File: config.mk
export PLATFORM = sky130hd
export DESIGN_NAME = tmc_core
export DESIGN_NICKNAME = d
export VERILOG_FILES = /design/src/hw/tmc_core.v
export VERILOG_INCLUDE_DIRS = /design/src /design/src/common
export SDC_FILE = /design/constraint.sdc
export NUM_CORES = 2
export LEC_CHECK = 0
export BUFFER_PORTS_ARGS = -buffer_cell sky130_fd_sc_hd__buf_2
export CAP_MARGIN = 10
export CORE_ASPECT_RATIO = 1.2
export CORE_MARGIN = 1.5
export CORE_UTILIZATION = 55
export CTS_CLUSTER_DIAMETER = 120
export CTS_CLUSTER_SIZE = 40
export DETAILED_ROUTE_END_ITERATION = 12
export PLACE_DENSITY_LB_ADDON = 0.15
export SYNTH_ARGS = -nofsm -noshare
export SYNTH_HDL_FRONTEND = slang
export SYNTH_SLANG_ARGS = --single-unit
File: constraint.sdc
create_clock -name pclk -period 22.7 [get_ports pclk]
set_clock_uncertainty 0.1 [all_clocks]
set_input_delay 2.27 -clock pclk [delete_from_list [all_inputs] [get_ports pclk]]
set_output_delay 2.27 -clock pclk [all_outputs]
set_load 0.02 [all_outputs]
File: src/common/tmc_defines.vh
`ifndef TMC_DEFINES_VH
`define TMC_DEFINES_VH

// register word indices; byte address is index * 4
`define TMC_IX_CFG   6'h00
`define TMC_IX_PTR   6'h01
`define TMC_IX_DATA  6'h02
`define TMC_IX_STS1  6'h03
`define TMC_IX_STS2  6'h04
`define TMC_IX_MSK1  6'h05
`define TMC_IX_MSK2  6'h06
`define TMC_IX_ADDR  6'h07
`define TMC_IX_VAL   6'h08
`define TMC_IX_LOW   6'h0d
`define TMC_IX_HIGH  6'h12
`define TMC_IX_FLIM  6'h17
`define TMC_IX_FVAL  6'h1b
`define TMC_IX_OFS   6'h1f
`define TMC_IX_FAN_START_TEMPERATURE  6'h22
`define TMC_IX_TRNG  6'h25
`define TMC_IX_OPNT  6'h28
`define TMC_IX_ACOU  6'h2b
`define TMC_IX_DRV   6'h2e
`define TMC_IX_LAST  6'h30
`define TMC_NREG     49

// configuration bits
`define TMC_CFG_START   0
`define TMC_CFG_ALERT5  1
`define TMC_CFG_ALERT14 2
`define TMC_CFG_DYN     3

// field positions and sizes
`define TMC_ADDR_LOCK   7
`define TMC_TRNG_MSB    2
`define TMC_NZONE       3

// channels: 0 2.5 V, 1 supply, 2 remote one, 3 local, 4 remote two
`define TMC_CH_FIRST 3'h0
`define TMC_CH_T0    3'h2
`define TMC_CH_LAST  3'h4

// reset values and saturation
`define TMC_RST_LOW   8'h00
`define TMC_RST_HIGH  8'hff
`define TMC_TEMP_MAX  8'h7f
`define TMC_TEMP_MIN  8'h80
`define TMC_DRV_MAX   8'hff
`define TMC_ZERO8     8'h00
`define TMC_ONE8      8'h01

// slave addresses
`define TMC_ADDR_DEFAULT 7'h2e
`define TMC_ADDR_SEL0    7'h2c
`define TMC_ADDR_SEL1    7'h2d

// edges after reset release before the strap is trusted
`define TMC_STRAP_SETTLE 2'h3

`endif

File: src/hw/tmc_core.v
// Behaviour
// - strap low: address pin picks slave address
// - strap high: slave address 0x2e
// - select low 0x2c, high 0x2d; sampled once
// - address locks on first match; straps ignored
// - all configuration only through the bus
// - started monitor cycles channels in fixed order
// - five channels, each with value register
// - conversion result stored, readable by host
// - value compared with limits, status bit recorded
// - status covers temperature, voltage and fans
// - alert assignable to either of two pins
// - alert pin low on unmasked status
// - one mask bit per status event
// - first write byte loads address pointer
// - data via pointer; reads need no rewrite
// - signed offset added to temperature readings
// - start temperature begins fan ramp
// - range register sets drive slope
// - operating point steers start temperature
// - acoustic register limits drive step size
// - configuration register selects pin functions
//
// Local design decisions: register access over APB and the register addresses.
`timescale 1ns/10ps
`default_nettype none
`include "tmc_defines.vh"
module tmc_core (
    // clock and reset
    input  wire        pclk,
    input  wire        presetn,
    // apb slave
    input  wire        psel,
    input  wire        penable,
    input  wire        pwrite,
    input  wire [7:0]  paddr,
    input  wire [31:0] pwdata,
    output reg  [31:0] prdata,
    output wire        pready,
    output wire        pslverr,
    // converter
    output wire        adc_start,
    output wire [2:0]  adc_chan,
    input  wire        adc_done,
    input  wire [7:0]  adc_data,
    // fan speed results
    input  wire        fan_valid,
    input  wire [1:0]  fan_idx,
    input  wire [7:0]  fan_value,
    // address straps
    input  wire        addr_enable_pin,
    input  wire        addr_select_pin,
    input  wire        addr_latch,
    output reg  [6:0]  slave_addr,
    output reg         addr_locked,
    // alert pins, open drain
    output wire        alert5_o,
    output reg         alert5_oe_n,
    output wire        alert14_o,
    output reg         alert14_oe_n,
    // fan drive per zone
    output wire [23:0] fan_drive
);

    localparam S_IDLE = 2'b00;
    localparam S_REQ  = 2'b01;
    localparam S_WAIT = 2'b10;

    reg  [7:0] mem [0:`TMC_NREG-1];
    reg  [7:0] ptr_q;
    reg  [1:0] st_q;
    reg  [2:0] ch_q;
    reg  [2:0] en_s_q;
    reg  [2:0] sel_s_q;
    reg  [1:0] settle_q;
    reg        captured_q;
    integer    i;

    // ---------------- bus decode ----------------
    wire [5:0] idx;
    wire       mapped;
    wire       acc;
    wire [5:0] tgt;
    wire       tgt_ok;
    wire       ok;
    wire       wr;
    wire       tgt_rw;
    wire [7:0] clr1;
    wire [7:0] clr2;
    wire [7:0] cfg;

    assign idx    = paddr[7:2];
    assign mapped = idx <= `TMC_IX_LAST;
    assign acc    = psel & penable;
    // data window goes through the pointer
    assign tgt    = (idx == `TMC_IX_DATA) ? ptr_q[5:0] : idx;
    assign tgt_ok = (idx != `TMC_IX_DATA) |
                    (ptr_q <= {2'b00, `TMC_IX_LAST});
    assign ok     = mapped & tgt_ok;
    assign wr     = acc & pwrite & ok;
    assign pready = 1'b1;
    assign pslverr = acc & ~ok;

    // value, address and drive registers are read only
    assign tgt_rw = (tgt == `TMC_IX_CFG) |
                    (tgt == `TMC_IX_MSK1) |
                    (tgt == `TMC_IX_MSK2) |
                    ((tgt >= `TMC_IX_LOW) &&
                     (tgt < `TMC_IX_FVAL)) |
                    ((tgt >= `TMC_IX_OFS) &&
                     (tgt < `TMC_IX_DRV));

    assign clr1 = (wr && tgt == `TMC_IX_STS1) ?
                  pwdata[7:0] : `TMC_ZERO8;
    assign clr2 = (wr && tgt == `TMC_IX_STS2) ?
                  pwdata[7:0] : `TMC_ZERO8;
    assign cfg  = mem[`TMC_IX_CFG];

    always @(posedge pclk or negedge presetn) begin
        if (!presetn) begin
            ptr_q <= `TMC_ZERO8;
        end else if (wr && idx == `TMC_IX_PTR) begin
            ptr_q <= pwdata[7:0];
        end
    end

    // read data captured in setup so it is a flop in access
    always @(posedge pclk or negedge presetn) begin
        if (!presetn) begin
            prdata <= 32'h0000_0000;
        end else if (psel && !penable) begin
            if (!ok) begin
                prdata <= 32'h0000_0000;
            end else if (tgt == `TMC_IX_PTR) begin
                prdata <= {24'h00_0000, ptr_q};
            end else begin
                prdata <= {24'h00_0000, mem[tgt]};
            end
        end
    end

    // ---------------- measurement sequencer ----------------
    wire       conv;
    wire       is_temp;
    wire [2:0] zone;
    wire [7:0] ofs;
    wire [8:0] sum9;
    wire [7:0] adj;
    wire [7:0] lo;
    wire [7:0] hi;
    wire       out_lim;
    wire [7:0] flim;
    wire       fan_bad;
    wire [7:0] set1;
    wire [7:0] set2;

    assign adc_start = (st_q == S_REQ);
    assign adc_chan  = ch_q;
    assign conv      = (st_q == S_WAIT) & adc_done;

    always @(posedge pclk or negedge presetn) begin
        if (!presetn) begin
            st_q <= S_IDLE;
            ch_q <= `TMC_CH_FIRST;
        end else begin
            case (st_q)
            S_IDLE: begin
                if (cfg[`TMC_CFG_START]) begin
                    st_q <= S_REQ;
                end
            end
            S_REQ: begin
                st_q <= S_WAIT;
            end
            S_WAIT: begin
                if (adc_done) begin
                    // fixed round robin over all five inputs
                    if (ch_q == `TMC_CH_LAST) begin
                        ch_q <= `TMC_CH_FIRST;
                    end else begin
                        ch_q <= ch_q + 3'h1;
                    end
                    if (cfg[`TMC_CFG_START]) begin
                        st_q <= S_REQ;
                    end else begin
                        st_q <= S_IDLE;
                    end
                end
            end
            default: begin
                st_q <= S_IDLE;
            end
            endcase
        end
    end

    // offset added with saturation so a hot reading never wraps cold
    assign is_temp = ch_q >= `TMC_CH_T0;
    assign zone    = ch_q - `TMC_CH_T0;
    assign ofs     = mem[`TMC_IX_OFS + {3'h0, zone}];
    assign sum9    = {adc_data[7], adc_data} + {ofs[7], ofs};
    assign adj     = !is_temp ? adc_data :
                     (sum9[8] == sum9[7]) ? sum9[7:0] :
                     sum9[8] ? `TMC_TEMP_MIN : `TMC_TEMP_MAX;

    assign lo = mem[`TMC_IX_LOW + {3'h0, ch_q}];
    assign hi = mem[`TMC_IX_HIGH + {3'h0, ch_q}];
    // temperatures are signed, voltages unsigned
    assign out_lim = is_temp ?
        (($signed(adj) > $signed(hi)) |
         ($signed(adj) < $signed(lo))) :
        ((adj > hi) | (adj < lo));

    // a fan reading below its limit means a slow or stalled fan
    assign flim    = mem[`TMC_IX_FLIM + {4'h0, fan_idx}];
    assign fan_bad = fan_value < flim;

    assign set1 = (conv && out_lim) ?
                  (`TMC_ONE8 << ch_q) : `TMC_ZERO8;
    assign set2 = (fan_valid && fan_bad) ?
                  (`TMC_ONE8 << fan_idx) : `TMC_ZERO8;

    // ---------------- register file ----------------
    always @(posedge pclk or negedge presetn) begin
        if (!presetn) begin
            for (i = 0; i < `TMC_NREG; i = i + 1) begin
                if (i >= `TMC_IX_HIGH && i < `TMC_IX_FLIM) begin
                    mem[i] <= `TMC_RST_HIGH;
                end else begin
                    mem[i] <= `TMC_RST_LOW;
                end
            end
        end else begin
            if (wr && tgt_rw) begin
                mem[tgt] <= pwdata[7:0];
            end
            if (conv) begin
                mem[`TMC_IX_VAL + {3'h0, ch_q}] <= adj;
            end
            if (fan_valid) begin
                mem[`TMC_IX_FVAL + {4'h0, fan_idx}] <= fan_value;
            end
            // a new event beats a clear in the same cycle
            mem[`TMC_IX_STS1] <= (mem[`TMC_IX_STS1] & ~clr1) |
                                 set1;
            mem[`TMC_IX_STS2] <= (mem[`TMC_IX_STS2] & ~clr2) |
                                 set2;
            mem[`TMC_IX_ADDR] <= {addr_locked, slave_addr};
            for (i = 0; i < `TMC_NZONE; i = i + 1) begin
                mem[`TMC_IX_DRV + i] <= fan_drive[8*i +: 8];
            end
        end
    end

    // ---------------- alert ----------------
    wire pending;

    assign pending =
        (|(mem[`TMC_IX_STS1] & ~mem[`TMC_IX_MSK1])) |
        (|(mem[`TMC_IX_STS2] & ~mem[`TMC_IX_MSK2]));
    assign alert5_o  = 1'b0;
    assign alert14_o = 1'b0;

    // registered so the open drain never glitches on decode
    always @(posedge pclk or negedge presetn) begin
        if (!presetn) begin
            alert5_oe_n  <= 1'b1;
            alert14_oe_n <= 1'b1;
        end else begin
            alert5_oe_n  <= ~(cfg[`TMC_CFG_ALERT5] & pending);
            alert14_oe_n <= ~(cfg[`TMC_CFG_ALERT14] & pending);
        end
    end

    // ---------------- address strap ----------------
    wire [6:0] strap_addr;
    wire       strap_stable;

    // stage 0 is only read by stage 1
    assign strap_stable = (en_s_q[1] == en_s_q[2]) &
                          (sel_s_q[1] == sel_s_q[2]);
    assign strap_addr = en_s_q[2] ? `TMC_ADDR_DEFAULT :
                        sel_s_q[2] ? `TMC_ADDR_SEL1 :
                        `TMC_ADDR_SEL0;

    always @(posedge pclk or negedge presetn) begin
        if (!presetn) begin
            en_s_q  <= 3'h7;
            sel_s_q <= 3'h0;
        end else begin
            en_s_q  <= {en_s_q[1:0], addr_enable_pin};
            sel_s_q <= {sel_s_q[1:0], addr_select_pin};
        end
    end

    always @(posedge pclk or negedge presetn) begin
        if (!presetn) begin
            settle_q    <= 2'h0;
            captured_q  <= 1'b0;
            slave_addr  <= `TMC_ADDR_DEFAULT;
            addr_locked <= 1'b0;
        end else begin
            if (settle_q != `TMC_STRAP_SETTLE) begin
                settle_q <= settle_q + 2'h1;
            end
            // one capture after release; later strap moves ignored
            if (!captured_q && strap_stable &&
                settle_q == `TMC_STRAP_SETTLE) begin
                captured_q <= 1'b1;
                slave_addr <= strap_addr;
            end
            if (addr_latch && captured_q) begin
                addr_locked <= 1'b1;
            end
        end
    end

    // ---------------- automatic fan control ----------------
    genvar z;
    generate
        for (z = 0; z < `TMC_NZONE; z = z + 1) begin : g_zone
            localparam [2:0] ZCH = `TMC_CH_T0 + z;
            reg  [7:0]  fan_start_temperature_eff_q;
            reg  [7:0]  drv_q;
            wire        hit;
            wire [7:0]  fan_start_temperature;
            wire [7:0]  trng;
            wire [7:0]  opnt;
            wire [7:0]  acou;
            wire [7:0]  fan_start_temperature_use;
            wire [7:0]  diff;
            wire [15:0] scaled;
            wire        above;
            wire [7:0]  want;
            wire [7:0]  up;
            wire [7:0]  dn;

            assign hit  = conv && (ch_q == ZCH);
            assign fan_start_temperature = mem[`TMC_IX_FAN_START_TEMPERATURE + z];
            assign trng = mem[`TMC_IX_TRNG + z];
            assign opnt = mem[`TMC_IX_OPNT + z];
            assign acou = mem[`TMC_IX_ACOU + z];
            // programmed start applies at once outside dynamic mode
            assign fan_start_temperature_use = cfg[`TMC_CFG_DYN] ? fan_start_temperature_eff_q : fan_start_temperature;
            assign above = $signed(adj) > $signed(fan_start_temperature_use);
            assign diff  = adj - fan_start_temperature_use;
            assign scaled = {`TMC_ZERO8, diff} <<
                            trng[`TMC_TRNG_MSB:0];
            assign want = !above ? `TMC_ZERO8 :
                          (|scaled[15:8]) ? `TMC_DRV_MAX :
                          scaled[7:0];
            assign up = want - drv_q;
            assign dn = drv_q - want;

            always @(posedge pclk or negedge presetn) begin
                if (!presetn) begin
                    fan_start_temperature_eff_q <= `TMC_ZERO8;
                    drv_q      <= `TMC_ZERO8;
                end else if (hit) begin
                    // dynamic mode walks the start point one step
                    if (!cfg[`TMC_CFG_DYN]) begin
                        fan_start_temperature_eff_q <= fan_start_temperature;
                    end else if ($signed(adj) > $signed(opnt) &&
                                 fan_start_temperature_eff_q != `TMC_ZERO8) begin
                        fan_start_temperature_eff_q <= fan_start_temperature_eff_q - `TMC_ONE8;
                    end else if ($signed(adj) < $signed(opnt) &&
                                 fan_start_temperature_eff_q < fan_start_temperature) begin
                        fan_start_temperature_eff_q <= fan_start_temperature_eff_q + `TMC_ONE8;
                    end
                    // zero step size means no smoothing
                    if (acou == `TMC_ZERO8) begin
                        drv_q <= want;
                    end else if (want > drv_q) begin
                        drv_q <= (up > acou) ?
                                 drv_q + acou : want;
                    end else begin
                        drv_q <= (dn > acou) ?
                                 drv_q - acou : want;
                    end
                end
            end

            assign fan_drive[8*z +: 8] = drv_q;
        end
    endgenerate

endmodule
`default_nettype wire

==> run_results.csv <==
group,metric,value,unit
timing,drv_slew,0,
worst_setup_path,cpMostUsedCell,"ha_1",
layout,utilization,0.576,
synthesis,syn_area_per_cell,9.23,µm²
worst_setup_path,worst_ep_arrival_time,15430,ps
synthesis,synth_top_family_by_area,"compound AO/OA/AOI/OAI gates",
synthesis,syn_area,37500,µm²
global_routing,grt.total_usage,0.354,
synthesis,synthMuxAreaShare,0.174,
timing,whs,256,ps
timing,clock.fmax,66.6,MHz
layout,final_cell_mix,"nand2_1, dfrtp_1, ha_1",
timing,rsz0062_at_grt,"false",
cts,htreeDepth,1,
layout,finalNetCount,4287,
drt,drcViolationCount,0,
floorplan,initial_core_util,0.557,
synthesis,netlist_instances,4059,
drt,vias_per_cell,6.55,
synthesis,synth_edf_count,0,
worst_setup_path,startpoint,"adc_chan[1]$_DFFE_PN0P_",
cts,ctsResizeCount,0,
synthesis,ys_warn_count,0,
layout,syn_to_final_growth,3.43,%
cts,insertion_delay,600,ps
drt,final_antenna_net_count,0,
layout,final_common_cell,"nand2_1",
global_routing,grt_pass1_vias,30261,
floorplan,die_w,241,µm
cts,numCtsBuffers,16,
worst_setup_path,critPathLaunchType,"flip-flop",
timing,tightest_slew,1190,ps
timing,hold_viol,0,
floorplan,io_pins,142,
timing,relSlewSlack,0.207,
synthesis,async_reset_ff_frac,1.00,
drt,vias,31706,
cts,cts_post_setup_buffers_inserted,0,
layout,antennaDiodeCount,0,
synthesis,synthAdderAreaFrac,0.102,
synthesis,ys_seq_area_frac,0.316,
cts,clkTransAtPathRegs,160,ps
cts,cts_root_buf,"clkbuf_16",
worst_setup_path,worstPathMaxFanout,39,
global_routing,grt_antenna_before_repair,3,
worst_setup_path,crit_required,23120,ps
drt,dr.pass1.iters,5,
run,max_cap_viol_count,0,
worst_setup_path,crit_type,"flip-flop to flip-flop",
cts,clk_path_buf_depth,3,
synthesis,synth_cell_type_count,96,
floorplan,row_count,104,
min_path,hold_start,"sel_s_q[0]$_DFF_PN0_",
placed_design,place_hpwl,88400,µm
floorplan,die_area,69700,µm²
synthesis,yosys.area_share.simple,0.146,
placed_design,gp_congestion,0.951,
worst_setup_path,crit_path_end_kind,"flip-flop",
floorplan,die_height,289,µm
drt,wl_per_cell,25.5,µm
timing,final.period_utilization,0.661,
synthesis,synth_xor_area_frac,0.0201,
cts,hold_buffers,0,
timing,min_period,15020,ps
global_routing,overflow,0,
floorplan,coreArea,67300,µm²
worst_setup_path,critPathMaxStageDelay,940,ps
timing,setup_violations,0,
layout,drive_above_1_share,0.148,
drt,dr.first_iter.drc_count,3051,
placed_design,portBuffers,83,
global_routing,grt_pass1_wl,186000,µm
worst_setup_path,r2r-start,"adc_chan[1]$_DFFE_PN0P_",
timing,tns,0,ps
cts,clkSinkCount,471,
worst_setup_path,cp_slowest_cell,"ha_1",
drt,routed_wl,124000,µm
synthesis,synth-seq-cells,471,
status,outcome,"finished, final reports clean",
min_path,hold_path_class,"flip-flop to flip-flop",
cts,cts_tree,"done",
global_routing,grt_max_degree,155,
synthesis,synth-compound-area-share,0.183,
synthesis,dominantRegCellSynth,"dfrtp_1",
## synth_stat cells (all sizes together) (27+ instances only)
library cell,instances,share of area
nand2,581,0.058
dfrtp,425,0.28
ha,273,0.091
o21ai,252,0.034
a21oi,246,0.033
inv,232,0.023
nor2,216,0.024
clkbuf,202,0.020
mux2,171,0.051
nand3,170,0.023
mux4,160,0.096
buf,100,0.014
mux2i,99,0.027
a21o,77,0.015
a311oi,61,0.014
xnor2,58,0.014
o21bai,50,0.010
o211ai,49,0.0098
dfstp,46,0.032
a211oi,43,0.0089
nand2b,40,0.0067
o21a,40,0.0080
nor2b,34,0.0057
nor3,33,0.0047
a31oi,29,0.0048
and3,27,0.0045
nand4,27,0.0045
## cells by family (layout without fill, tap and decap cells)
kind of cell               Yosys count  count (layout)
xor gates and xnor gates            83              83
muxes                              430             430
other                                2              33
and+or+nand+nor                   1206            1206
DFF                                471             471
buffers and inverters              536             383
adders and majority gates          293             293
AOI/OAI and AO/OA                 1038            1038
## critical path, delay by kind of cell (launching register included)
kind | cells | cell delay [ps]
compound gates | 19 | 5560
xor+xnor | 1 | 170
fa+ha+maj | 8 | 3920
buf+inv | 6 | 1540
flops | 1 | 380
simple gates | 16 | 3240
## stage by stage
step	instances	cell area [µm²]	setup slack, ps
2_1_floorplan	4090	37600	8810
4_1_cts	4838	38700	7910
3_3_place_gp	4810	38200	8190
5_1_grt	4838	38700	6810
6_report	4838	38700	7680
3_5_place_dp	4810	38200	7980
## routing by layer
metal,global-route usage,vias up,wire [µm]
li1,-,14406,-
met1,0.448,15457,47800
met4,0.238,4,9460
met3,0.0496,392,9220
met2,0.567,1447,57100
met5,0,-,27
## worst paths after layout
path	to	slack (ps)	cells past startpoint
max	g_zone[2].drv_q[2]$_DFFE_PN0P_	7680	50
min	sel_s_q[1]$_DFF_PN0_	260	0
max reg2reg	g_zone[2].drv_q[2]$_DFFE_PN0P_	7680	50
min reg2reg	sel_s_q[1]$_DFF_PN0_	260	0
max in group asynchronous	g_zone[0].fan_start_temperature_eff_q[6]$_DFFE_PN0P_	18680	3
min in group asynchronous	mem[177]$_DFF_PN0_	1570	1
## final cells by class
type,instances,area [µm²]
repair buffers,121,761
clock buffers,24,462
inverters,234,878
well taps,901,1130
flip-flops and latches,471,11900
clock inverters,4,52.6
fillers,6066,28500
multi-input cells,3083,23600
Power is not shown: default switching activity piles up to over one toggle a cycle in this logic, so the estimate is an artifact.
